==> src/shared/pwm_cfg.svh <==
// register offsets, field positions and reset values of the pwm configuration block
// assumes a 32-bit AXI4-Lite slave, one register per aligned word
`ifndef PWM_CFG_SVH
`define PWM_CFG_SVH

// ****************************************
// register indices, byte address is index times four
// ****************************************
`define CTL_INDEX    10'h089
`define COUNT_INDEX  10'h08a
`define OPT_INDEX    10'h091
`define PRDH_INDEX   10'h092
`define PRDL_INDEX   10'h093

// ****************************************
// field positions
// ****************************************
`define CTL_GATE_BIT 7
`define CTL_MODE_HI  5
`define CTL_MODE_LO  4
`define CTL_GAP_HI   3
`define CTL_GAP_LO   0
`define OPT_SRC_HI   5
`define OPT_SRC_LO   4

// ****************************************
// reset values and responses
// ****************************************
`define CTL_RESET    8'h00
`define OPT_RESET    8'h00
`define PRDH_RESET   8'hff
`define PRDL_RESET   8'hff
`define RESP_OKAY    2'h0
`define RESP_SLVERR  2'h2

`endif

==> src/shared/pwm_pkg.sv <==
// types shared by the pwm configuration block and its waveform core
// assumes nothing beyond a SystemVerilog compiler
package pwm_pkg;

  typedef enum logic [1:0] {
    MODE_ZERO  = 2'b00,
    MODE_ONE   = 2'b01,
    MODE_TWO   = 2'b10,
    MODE_THREE = 2'b11
  } out_mode_type;

  typedef enum logic [1:0] {
    SRC_SYS_A  = 2'b00,
    SRC_SYS_B  = 2'b01,
    SRC_FAST   = 2'b10,
    SRC_FAST2  = 2'b11
  } clk_src_type;

  typedef enum logic {
    PHASE_RUN = 1'b0,
    PHASE_GAP = 1'b1
  } phase_type;

endpackage : pwm_pkg

==> src/shared/pwm_link_if.sv <==
// signals between the register block and the waveform core
// assumes both ends run on clk_sys
interface pwm_link_if;
  logic                     tick;
  logic                     gate;
  pwm_pkg::out_mode_type    mode;
  logic [3:0]               gap;
  logic [15:0]              period;
  logic [15:0]              duty;
  logic                     out_a;
  logic                     out_b;
  logic [15:0]              count;

  modport ctrl (output tick, gate, mode, gap, period, duty, input out_a, out_b, count);
  modport core (input tick, gate, mode, gap, period, duty, output out_a, out_b, count);
endinterface : pwm_link_if

==> src/rtl/pwm_wave_core.sv <==
// channel 0 period counter, compare, non-overlap gap and output mode
// assumes tick, gate and settings come from logic on clk_sys
module pwm_wave_core (
  // clock and reset
  input  wire logic  clk_sys,
  input  wire logic  resetn,
  // settings and outputs
  pwm_link_if.core   lnk
);
  import pwm_pkg::*;

  // ****************************************
  // next-state decode
  // ****************************************
  logic [15:0] cnt_reg;
  logic        level_reg;
  phase_type   phase_reg;
  logic [3:0]  gap_cnt_reg;
  logic        out_a_reg;
  logic        out_b_reg;

  wire         step       = lnk.gate & lnk.tick;
  wire         wrap       = (cnt_reg >= lnk.period);
  wire [15:0]  cnt_next   = !step ? cnt_reg : (wrap ? 16'h0000 : cnt_reg + 16'h0001);
  wire         level_next = step ? (cnt_reg < lnk.duty) : level_reg;
  wire         edge_seen  = step & (level_next != level_reg);
  wire         gap_start  = edge_seen & (lnk.gap != 4'h0);
  wire         gap_done   = (phase_reg == PHASE_GAP) & step & (gap_cnt_reg == 4'h1);
  wire         run_next   = !gap_start & ((phase_reg == PHASE_RUN) | gap_done) & lnk.gate;
  phase_type   phase_next;
  logic        mode_a;
  logic        mode_b;

  always_comb begin
    phase_next = phase_reg;
    if (!lnk.gate) begin
      phase_next = PHASE_RUN;
    end else if (gap_start) begin
      phase_next = PHASE_GAP;
    end else if (gap_done) begin
      phase_next = PHASE_RUN;
    end
  end

  always_comb begin
    case (lnk.mode)
      MODE_ZERO: begin
        mode_a = level_next;
        mode_b = !level_next;
      end
      MODE_ONE: begin
        mode_a = !level_next;
        mode_b = level_next;
      end
      MODE_TWO: begin
        mode_a = level_next;
        mode_b = level_next;
      end
      MODE_THREE: begin
        mode_a = level_next;
        mode_b = 1'b0;
      end
      default: begin
        mode_a = 1'b0;
        mode_b = 1'b0;
      end
    endcase
  end

  wire [3:0] gap_cnt_next = gap_start ? lnk.gap :
                            ((phase_reg == PHASE_GAP) & step) ? gap_cnt_reg - 4'h1 : gap_cnt_reg;

  // ****************************************
  // state
  // ****************************************
  always_ff @(posedge clk_sys or negedge resetn) begin
    if (!resetn) begin
      cnt_reg     <= 16'h0000;
      level_reg   <= 1'b0;
      phase_reg   <= PHASE_RUN;
      gap_cnt_reg <= 4'h0;
      out_a_reg   <= 1'b0;
      out_b_reg   <= 1'b0;
    end else begin
      cnt_reg     <= cnt_next;
      level_reg   <= level_next;
      phase_reg   <= phase_next;
      gap_cnt_reg <= gap_cnt_next;
      out_a_reg   <= run_next & mode_a;
      out_b_reg   <= run_next & mode_b;
    end
  end

  assign lnk.out_a = out_a_reg;
  assign lnk.out_b = out_b_reg;
  assign lnk.count = cnt_reg;

  // ****************************************
  // checks
  // ****************************************
  counter_hold_a: assert property (@(posedge clk_sys) disable iff (!resetn)
    !lnk.gate |=> cnt_reg == $past(cnt_reg))
    else $error("counter moved while clock gated");

  gap_load_a: assert property (@(posedge clk_sys) disable iff (!resetn)
    gap_start |=> phase_reg == PHASE_GAP && gap_cnt_reg == $past(lnk.gap) && !out_a_reg && !out_b_reg)
    else $error("gap not entered with its width");

  single_output_a: assert property (@(posedge clk_sys) disable iff (!resetn)
    lnk.mode == MODE_THREE |=> !out_b_reg)
    else $error("second output active in mode three");

  gap_seen_c: cover property (@(posedge clk_sys) disable iff (!resetn)
    phase_reg == PHASE_GAP ##1 phase_reg == PHASE_RUN && out_a_reg);

  wrap_seen_c: cover property (@(posedge clk_sys) disable iff (!resetn) step && wrap);

endmodule : pwm_wave_core

==> src/rtl/pwm_clock_deadzone_config.sv <==
// AXI4-Lite register block of the pwm configuration with its waveform core
// assumes fast_osc_clk comes from outside the clk_sys domain, duty0 from clk_sys logic
`include "pwm_cfg.svh"

module pwm_clock_deadzone_config (
  // clock and reset
  input  wire logic         clk_sys,
  input  wire logic         resetn,
  // AXI4-Lite write address and data
  input  wire logic [11:0]  s_axi_awaddr,
  input  wire logic         s_axi_awvalid,
  output logic              s_axi_awready,
  input  wire logic [31:0]  s_axi_wdata,
  input  wire logic [3:0]   s_axi_wstrb,
  input  wire logic         s_axi_wvalid,
  output logic              s_axi_wready,
  // AXI4-Lite write response
  output logic [1:0]        s_axi_bresp,
  output logic              s_axi_bvalid,
  input  wire logic         s_axi_bready,
  // AXI4-Lite read
  input  wire logic [11:0]  s_axi_araddr,
  input  wire logic         s_axi_arvalid,
  output logic              s_axi_arready,
  output logic [31:0]       s_axi_rdata,
  output logic [1:0]        s_axi_rresp,
  output logic              s_axi_rvalid,
  input  wire logic         s_axi_rready,
  // modulation clock source and duty
  input  wire logic         fast_osc_clk,
  input  wire logic [15:0]  duty0,
  // channel 0 outputs and period
  output logic              pwm0_out_a,
  output logic              pwm0_out_b,
  output logic [15:0]       period_value
);
  import pwm_pkg::*;

  function automatic logic hit(input logic [11:0] addr, input logic [9:0] index);
    hit = (addr[11:2] == index);
  endfunction : hit

  function automatic logic mapped(input logic [11:0] addr);
    mapped = hit(addr, `CTL_INDEX) | hit(addr, `COUNT_INDEX) | hit(addr, `OPT_INDEX) |
             hit(addr, `PRDH_INDEX) | hit(addr, `PRDL_INDEX);
  endfunction : mapped

  // ****************************************
  // registers
  // ****************************************
  logic [7:0]  ctl_reg;
  logic [7:0]  opt_reg;
  logic [7:0]  prdh_reg;
  logic [7:0]  prdl_reg;
  logic        aw_full_reg;
  logic        w_full_reg;
  logic [11:0] aw_addr_reg;
  logic [31:0] w_data_reg;
  logic [3:0]  w_strb_reg;
  logic        osc_s1_reg;
  logic        osc_s2_reg;
  logic        osc_s3_reg;
  logic        tick_reg;

  pwm_link_if lnk ();

  // ****************************************
  // write path
  // ****************************************
  wire aw_take    = s_axi_awvalid & s_axi_awready;
  wire w_take     = s_axi_wvalid & s_axi_wready;
  wire do_write   = aw_full_reg & w_full_reg & !s_axi_bvalid;
  wire aw_full_nx = (aw_full_reg | aw_take) & !do_write;
  wire w_full_nx  = (w_full_reg | w_take) & !do_write;
  wire lane0      = do_write & w_strb_reg[0];
  wire wr_ctl     = lane0 & hit(aw_addr_reg, `CTL_INDEX);
  wire wr_opt     = lane0 & hit(aw_addr_reg, `OPT_INDEX);
  wire wr_prdh    = lane0 & hit(aw_addr_reg, `PRDH_INDEX);
  wire wr_prdl    = lane0 & hit(aw_addr_reg, `PRDL_INDEX);
  wire [7:0] opt_mask = 8'h30;

  always_ff @(posedge clk_sys or negedge resetn) begin
    if (!resetn) begin
      aw_full_reg   <= 1'b0;
      w_full_reg    <= 1'b0;
      aw_addr_reg   <= 12'h000;
      w_data_reg    <= 32'h0000_0000;
      w_strb_reg    <= 4'h0;
      s_axi_awready <= 1'b0;
      s_axi_wready  <= 1'b0;
      s_axi_bvalid  <= 1'b0;
      s_axi_bresp   <= `RESP_OKAY;
    end else begin
      aw_full_reg   <= aw_full_nx;
      w_full_reg    <= w_full_nx;
      s_axi_awready <= !aw_full_nx;
      s_axi_wready  <= !w_full_nx;
      if (aw_take) begin
        aw_addr_reg <= s_axi_awaddr;
      end
      if (w_take) begin
        w_data_reg <= s_axi_wdata;
        w_strb_reg <= s_axi_wstrb;
      end
      if (do_write) begin
        s_axi_bvalid <= 1'b1;
        s_axi_bresp  <= mapped(aw_addr_reg) ? `RESP_OKAY : `RESP_SLVERR;
      end else if (s_axi_bready) begin
        s_axi_bvalid <= 1'b0;
      end
    end
  end

  always_ff @(posedge clk_sys or negedge resetn) begin
    if (!resetn) begin
      ctl_reg  <= `CTL_RESET;
      opt_reg  <= `OPT_RESET;
      prdh_reg <= `PRDH_RESET;
      prdl_reg <= `PRDL_RESET;
    end else begin
      if (wr_ctl) begin
        ctl_reg <= w_data_reg[7:0] & 8'hbf;
      end
      if (wr_opt) begin
        opt_reg <= w_data_reg[7:0] & opt_mask;
      end
      if (wr_prdh) begin
        prdh_reg <= w_data_reg[7:0];
      end
      if (wr_prdl) begin
        prdl_reg <= w_data_reg[7:0];
      end
    end
  end

  // ****************************************
  // read path
  // ****************************************
  wire        ar_take = s_axi_arvalid & s_axi_arready;
  wire        rv_next = ar_take | (s_axi_rvalid & !s_axi_rready);
  wire [31:0] rd_mux  = hit(s_axi_araddr, `CTL_INDEX)   ? {24'h000000, ctl_reg}  :
                        hit(s_axi_araddr, `COUNT_INDEX) ? {16'h0000, lnk.count}  :
                        hit(s_axi_araddr, `OPT_INDEX)   ? {24'h000000, opt_reg}  :
                        hit(s_axi_araddr, `PRDH_INDEX)  ? {24'h000000, prdh_reg} :
                        hit(s_axi_araddr, `PRDL_INDEX)  ? {24'h000000, prdl_reg} : 32'h0000_0000;

  always_ff @(posedge clk_sys or negedge resetn) begin
    if (!resetn) begin
      s_axi_arready <= 1'b0;
      s_axi_rvalid  <= 1'b0;
      s_axi_rdata   <= 32'h0000_0000;
      s_axi_rresp   <= `RESP_OKAY;
    end else begin
      s_axi_rvalid  <= rv_next;
      s_axi_arready <= !rv_next;
      if (ar_take) begin
        s_axi_rdata <= rd_mux;
        s_axi_rresp <= mapped(s_axi_araddr) ? `RESP_OKAY : `RESP_SLVERR;
      end
    end
  end

  // ****************************************
  // modulation clock source
  // ****************************************
  wire [1:0] src_code = opt_reg[`OPT_SRC_HI:`OPT_SRC_LO];
  wire       osc_rise = osc_s2_reg & !osc_s3_reg;
  wire       osc_any  = osc_s2_reg ^ osc_s3_reg;
  wire       tick_nx  = !src_code[1] ? 1'b1 : (src_code[0] ? osc_any : osc_rise);

  always_ff @(posedge clk_sys or negedge resetn) begin
    if (!resetn) begin
      osc_s1_reg <= 1'b0;
      osc_s2_reg <= 1'b0;
      osc_s3_reg <= 1'b0;
      tick_reg   <= 1'b0;
    end else begin
      osc_s1_reg <= fast_osc_clk;
      osc_s2_reg <= osc_s1_reg;
      osc_s3_reg <= osc_s2_reg;
      tick_reg   <= tick_nx;
    end
  end

  // ****************************************
  // waveform core
  // ****************************************
  assign lnk.tick   = tick_reg;
  assign lnk.gate   = ctl_reg[`CTL_GATE_BIT];
  assign lnk.mode   = out_mode_type'(ctl_reg[`CTL_MODE_HI:`CTL_MODE_LO]);
  assign lnk.gap    = ctl_reg[`CTL_GAP_HI:`CTL_GAP_LO];
  assign lnk.period = {prdh_reg, prdl_reg};
  assign lnk.duty   = duty0;

  pwm_wave_core u_core (
    .clk_sys (clk_sys),
    .resetn  (resetn),
    .lnk     (lnk.core)
  );

  assign pwm0_out_a   = lnk.out_a;
  assign pwm0_out_b   = lnk.out_b;
  assign period_value = {prdh_reg, prdl_reg};

  // ****************************************
  // checks
  // ****************************************
  gate_quiet_a: assert property (@(posedge clk_sys) disable iff (!resetn)
    !ctl_reg[`CTL_GATE_BIT] |=> !pwm0_out_a && !pwm0_out_b)
    else $error("output active while clock gated");

  sys_tick_a: assert property (@(posedge clk_sys) disable iff (!resetn)
    !src_code[1] |=> tick_reg)
    else $error("system clock source gave no tick");

  prdh_write_a: assert property (@(posedge clk_sys) disable iff (!resetn)
    wr_prdh |=> prdh_reg == $past(w_data_reg[7:0]) && s_axi_bvalid)
    else $error("upper period byte not written");

  prdl_write_a: assert property (@(posedge clk_sys) disable iff (!resetn)
    wr_prdl |=> period_value[7:0] == $past(w_data_reg[7:0]))
    else $error("lower period byte not written");

  write_done_c: cover property (@(posedge clk_sys) disable iff (!resetn) wr_ctl ##1 s_axi_bvalid);

  read_done_c: cover property (@(posedge clk_sys) disable iff (!resetn) ar_take ##1 s_axi_rvalid);

endmodule : pwm_clock_deadzone_config

==> config.mk <==
export PLATFORM = sky130hd
export DESIGN_NAME = pwm_clock_deadzone_config
export DESIGN_NICKNAME = d
export VERILOG_FILES = /design/src/shared/pwm_pkg.sv /design/src/shared/pwm_link_if.sv /design/src/rtl/pwm_wave_core.sv /design/src/rtl/pwm_clock_deadzone_config.sv
export VERILOG_INCLUDE_DIRS = /design/src /design/src/shared
export SDC_FILE = /design/constraint.sdc
export NUM_CORES = 1
export LEC_CHECK = 0
export BUFFER_PORTS_ARGS = -buffer_cell sky130_fd_sc_hd__buf_2
export CAP_MARGIN = 5
export CORE_MARGIN = 4
export CORE_UTILIZATION = 30
export CTS_BUF_LIST = sky130_fd_sc_hd__clkbuf_4 sky130_fd_sc_hd__clkbuf_8 sky130_fd_sc_hd__clkbuf_16
export CTS_CLUSTER_DIAMETER = 200
export CTS_CLUSTER_SIZE = 24
export DETAILED_ROUTE_END_ITERATION = 10
export PLACE_DENSITY = 0.6
export SLEW_MARGIN = 20
export SYNTH_ARGS = -nofsm -noshare
export SYNTH_HDL_FRONTEND = slang
export SYNTH_SLANG_ARGS = --single-unit
==> constraint.sdc <==
create_clock -name clk_sys -period 3.35 [get_ports clk_sys]
set_input_delay 0.335 -clock clk_sys [delete_from_list [all_inputs] [get_ports clk_sys]]
set_output_delay 0.335 -clock clk_sys [all_outputs]
set_load 0.01 [all_outputs]
# [Yosys cells after proc, flatten, opt, wreduce, memory -nomap -nowiden]
# Cells that the tools add are included.
[totals] regBits=117 input_bits=84 wordCells=119
[op_classes] addsub=2 n_lt_le_gt_ge=2 eq_ne=16 n_mux=20 n_bitwise=37 n_reduce_logical=15
[op_table] op="$eq 10x8->1 const B" count=10
[op_table] op="$mux 16" count=3
[op_table] op="$mux 8" count=3
[op_table] op="$and 1x1->1" count=23
[op_table] op="$add 16x1->16 const B" count=1
[op_table] op="$ge 16x16->1" count=1
[op_table] op="$lt 16x16->1" count=1
[op_table] op="$or 1x1->1" count=12
[op_table] op="$logic_not 1->1" count=9
[op_table] op="$mux 1" count=8
[op_table] op="$mux 4" count=2
[op_table] op="$eq 2x2->1 const B" count=2
[op_table] op="$eq 4x1->1 const B" count=1
[op_table] op="$mux 2" count=2
[op_table] op="$reduce_bool 2->1" count=2
[op_table] op="$reduce_bool 4->1" count=1
[op_table] op="$sub 4x1->4 const B" count=1
[op_table] op="$ne 3x1->1 const B" count=1
[op_table] op="$pmux 1 s3" count=1
[op_table] op="$reduce_or 3->1" count=1
[op_table] op="$eq 2x1->1 const B" count=1
[op_table] op="$logic_not 2->1" count=1
[op_table] op="$pmux 1 s2" count=1
[op_table] op="$reduce_or 2->1" count=1
[op_table] op="other kinds (3)" count=3

# [Logic depth before layout (Yosys ltp)]
[logic_depth] word_depth=9 mapped_depth=9 depth_no_buf=8

# [Hierarchy]
# Synthesis repeated with hierarchy kept, for this count alone.
[unflattened] hier_cells=495 hier_area_um2=5387.7
[by_module_without_submodules] mod="pwm_clock_deadzone_config" instances=1 cells_each=260 area_per_inst_um2=3319.4 seq_area_each_um2=1846.8
[by_module_without_submodules] mod="pwm_wave_core" instances=1 cells_each=235 area_per_inst_um2=2068.2 seq_area_each_um2=600.6

# [Worst setup path before layout]
# Ideal clock, no wire load.
[synth_path] path_kind="reg2reg" startpoint="register u_core.cnt_reg[11] (netlist: u_core.lnk.count[11])" endpoint="register u_core.gap_cnt_reg[0]" setup_ns=0.125 arrival_ns=2.327 required_ns=3.225 path_slack_ns=0.898 path_stages_with_launch=8 n_path_buf=0 synth_period_minus_slack_ns=2.452 path_cell_list="dfrtp_1 -> ha_1 -> a21oi_1 -> o21ai_0 -> a2111oi_0 -> o21a_4 -> mux2i_2 -> mux2_4"
[synth_via] elab_chain_len=6 word_cells_on_any_way=7 classes_between="order compare: 1; eq/ne: 1; mux: 2; bitwise: 2; reduce/logical: 1"
[synth_rtl] item="from (decl)" line_no="pwm_wave_core.sv:15" rtl="logic [15:0] cnt_reg;"
[synth_rtl] item="from (signal assigned)" line_no="pwm_wave_core.sv:85" rtl="cnt_reg <= cnt_next;"
[synth_rtl] item="$lt 16x16->1 (*)" line_no="pwm_wave_core.sv:25" rtl="wire level_next = step ? (cnt_reg < lnk.duty) : level_reg;"
[synth_rtl] item="$mux 1 (*)" line_no="pwm_wave_core.sv:25"
[synth_rtl] item="$ne 1x1->1 (*)" line_no="pwm_wave_core.sv:26" rtl="wire edge_seen = step & (level_next != level_reg);"
[synth_rtl] item="$and 1x1->1 (*)" line_no="pwm_wave_core.sv:26"
[synth_rtl] item="$and 1x1->1 (*)" line_no="pwm_wave_core.sv:27" rtl="wire gap_start = edge_seen & (lnk.gap != 4'h0);"
[synth_rtl] item="$mux 4 or $reduce_bool 2->1 (tied branches)"
[synth_rtl] item="to (signal assigned)" line_no="pwm_wave_core.sv:88" rtl="gap_cnt_reg <= gap_cnt_next;"
[synth_rtl] item="to (decl)" line_no="pwm_wave_core.sv:18" rtl="logic [3:0] gap_cnt_reg;"
# Every way passes the cells marked *; elsewhere a longest branch is shown, timed or not.
# A chain may end at the register's enable or synchronous reset.

# [Worst setup path after layout]
[layout_path] startpoint="register u_core.cnt_reg[11] (netlist: u_core.lnk.count[11])" endpoint="register u_core.gap_cnt_reg[2]"
# Same word-level chain as after synthesis.

==> impl_metrics.csv <==
group,metric,value,unit
drt,first_iter_violations,148,
grt,grt_max_degree,86,
synth,synthDistinctLibCells,56,
sta,final-hold-violation-count,0,
sta,max_freq,361,MHz
critical_path,cp-start-kind,"flop",
synth,async_flop_share,1.00,
critical_path,crit_type,"reg -> reg",
final_layout,synthToLayoutAreaGrowth,18.2,%
grt,overflow,0,
synth,synth_area_leaders,"dfrtp_1 (39%), mux2_2 (9.7%), ha_1 (8.8%)",
critical_path,worstPathRequired,3.58,ns
drt,vias_per_cell,4.74,
grt,grt_use_met1,0.180,
clock_tree,cts_hold_buffers,0,
run,drv_cap,0,
synth,syn_inst,490,
synth,synth_edf_count,0,
final_layout,n_antenna_cell,0,
critical_path,ff2ff_path_depth,7,
floorplanning,fp.dieH,140,microns
sta,drv_slew,0,
grt,grt_util_all_layers,0.132,
clock_tree,h-tree-depth,3,
floorplanning,core-area,17200,sq um
synth,syn_area,5240,sq um
floorplanning,start_util,0.304,
critical_path,cp_max_fo,7,
clock_tree,cts.sinks,97,
critical_path,cp_slowest_cell,"a2111oi_0",
sta,max_slew_margin,0.389,
grt,antenna_found_initial,0,
grt,grt_pass1_vias,3932,
synth,yosysTopAreaCell,"dfrtp_1",
grt,grt_pass1_wl,20.5,mm
floorplanning,ioPinCount,143,
final_layout,drive_above_1_share,0.321,
floorplanning,die_area,19700,sq um
clock_tree,cts.repair.resized,0,
drt,wirelength,12.6,mm
synth,synth_ff_type,"dfrtp_1",
grt,use_met3,0.0430,
placement,dp_hpwl,9.80,mm
sta,fin_skew,0.00811,ns
power_and_ir_drop,ir_drop,0.000301,V
critical_path,worstReg2RegStart,"u_core.lnk.count[11]",
critical_path,endpoint_kind,"flop",
critical_path,cp_num_buf_inv,0,
drt,avgRoutedWirePerCell,15.5,microns
power_and_ir_drop,leakage,3.01,nW
power_and_ir_drop,power,2.92,mW
drt,vias,3867,
synth,postSynthAreaPerCell,10.7,sq um
hold_path,hold_path_class,"in -> async",
synth,yosys_warnings,0,
drt,dr.pass1.iters,6,
synth,synth_top_cell_area_share,0.387,
sta,period_share,0.828,
clock_tree,cts_tree,"yes",
sta,fin_setup_tns,0,ns
critical_path,cp_top_family,"compound AO/OA/AOI/OAI gates",
drt,postRouteAntennaNets,0,
sta,grt_setup_unrepaired,"false",
placement,dp_slack,0.589,ns
sta,setup_slack,0.576,ns
sta,tightest_slew,0.914,ns
grt,use_met2,0.199,
floorplanning,fp.dieW,140,microns
critical_path,arrival,3.00,ns
placement,gp_congestion,0.805,
clock_tree,postCtsSetupBuffers,0,
final_layout,nets,707,
run_status,status,"complete, no violations",
synth,synth_seq_area_share,0.467,
critical_path,r2r-end,"u_core.gap_cnt_reg[2]",
placement,port_buffers,93,
floorplanning,rows,48,
critical_path,crit_chain,"ha_1 -> a21oi_1 -> o21ai_0 -> a2111oi_0 -> o21a_4 -> mux2i_2 -> mux2_4",
sta,period_needed,2.77,ns
critical_path,regToRegSetupSlack,0.58,ns
grt,top_usage_layer,"met2",
sta,setup_viol,0,
critical_path,slowest_delay,0.53,ns
clock_tree,cts.path.max_buffers,2,
clock_tree,clkLatencyLatePin,0.35,ns
clock_tree,cts-root-buf,"clkbuf_16",
drt,drc,0,
synth,ys_ff_latch,97,
power_and_ir_drop,powerDensity,471,nW/um^2
clock_tree,clkTransAtPathRegs,0.07,ns
clock_tree,cts-buffers-inserted,9,
-- per-layer routing --
layer	vias to the layer above	routed length, microns
met5	-	0
met4	0	206
met3	13	918
met2	124	5490
met1	1842	6020
li1	1888	-
-- cell usage in the layout, fill, tap and decap left out, drive strengths merged, types with 12 or more instances in the layout --
cell type / n
dfstp: 16
clkbuf: 12
nand2: 50
a21oi: 25
nor2: 15
mux2: 49
o21ai: 29
conb: 18
ha: 37
inv: 43
dfrtp: 81
buf: 98
-- cell type report --
type | count | area, sq um
clock buffer | 12 | 254
clock inverter | 4 | 27.5
fill | 1753 | 11000
inverter | 42 | 158
multi-input combinational | 338 | 2520
sequential | 97 | 2450
tap | 225 | 282
timing repair buffer | 98 | 509
-- stage by stage --
step | instances | util | instance area [sq um] | hold WS (ns)
global placement | 800 | 0.343 | 5910 | 0.341
global route | 816 | 0.360 | 6200 | 0.0839
finish | 816 | 0.360 | 6200 | 0.0307
detailed placement | 800 | 0.343 | 5910 | 0.341
floorplan | 507 | - | 5310 | 0.0394
CTS | 816 | 0.359 | 6200 | 0.0861
-- cell families (layout without fill, tap and decap cells) --
logic type      count (synthesis)  after routing  share of synthesized area
compound gates                 91             91                      0.111
xor+xnor                       15             15                     0.0251
fa+ha+maj                      37             37                     0.0883
buf+inv                        72            156                     0.0644
flops                          97             97                      0.467
mux                            58             58                      0.126
other cells                     1             18                   0.000715
simple gates                  119            119                      0.118
-- cells in the mapped netlist, types with 2 or more instances --
| cell | number |
|---|---|
| mux2_4 | 4 |
| a221oi_1 | 7 |
| nor2b_1 | 3 |
| dfstp_2 | 16 |
| mux2i_1 | 8 |
| nand2b_1 | 3 |
| nor4_1 | 3 |
| xnor2_1 | 4 |
| ha_1 | 37 |
| o2bb2ai_1 | 2 |
| a211oi_1 | 2 |
| and3_1 | 5 |
| or2_2 | 2 |
| clkbuf_1 | 12 |
| nor3_2 | 2 |
| o211ai_1 | 2 |
| and4_1 | 2 |
| nand3b_1 | 3 |
| nand3_1 | 10 |
| nand4_1 | 5 |
| inv_1 | 42 |
| a21oi_1 | 25 |
| nor4b_1 | 2 |
| dfrtp_1 | 81 |
| buf_4 | 18 |
| nor3_1 | 4 |
| xor2_1 | 11 |
| mux2_2 | 45 |
| nand2_1 | 50 |
| and2_1 | 2 |
| nor2_1 | 14 |
| nor3b_1 | 2 |
| o21ai_0 | 29 |
| a21o_1 | 10 |
| a21boi_0 | 2 |
-- worst max-delay path by stage --
stage / start / to / slack [ns] / depth (start not counted)
2_1_floorplan: u_core.lnk.count[11] / u_core.gap_cnt_reg[0] / 0.90 / 7
5_1_grt: u_core.lnk.count[11] / u_core.gap_cnt_reg[2] / 0.43 / 7
6_report: u_core.lnk.count[11] / u_core.gap_cnt_reg[2] / 0.58 / 7
3_5_place_dp: u_core.lnk.count[11] / u_core.gap_cnt_reg[2] / 0.59 / 7
4_1_cts: u_core.lnk.count[11] / u_core.gap_cnt_reg[2] / 0.58 / 7
3_3_place_gp: u_core.lnk.count[11] / u_core.gap_cnt_reg[3] / 0.67 / 7
-- report_power, final --
group	internal, mW	switching [mW]
Sequential	1.34	0.150
Clock	0.542	0.429
Combinational	0.231	0.227
Total	2.11	0.807
-- worst register-to-register path, delay by kind of cell (launching register included) --
| family | cells | cell delay (ns) |
|---|---|---|
| fa+ha+maj | 1 | 0.33 |
| compound gates | 4 | 1.04 |
| mux | 2 | 0.80 |
| flops | 1 | 0.48 |
Power figures use the tool's default switching activity.
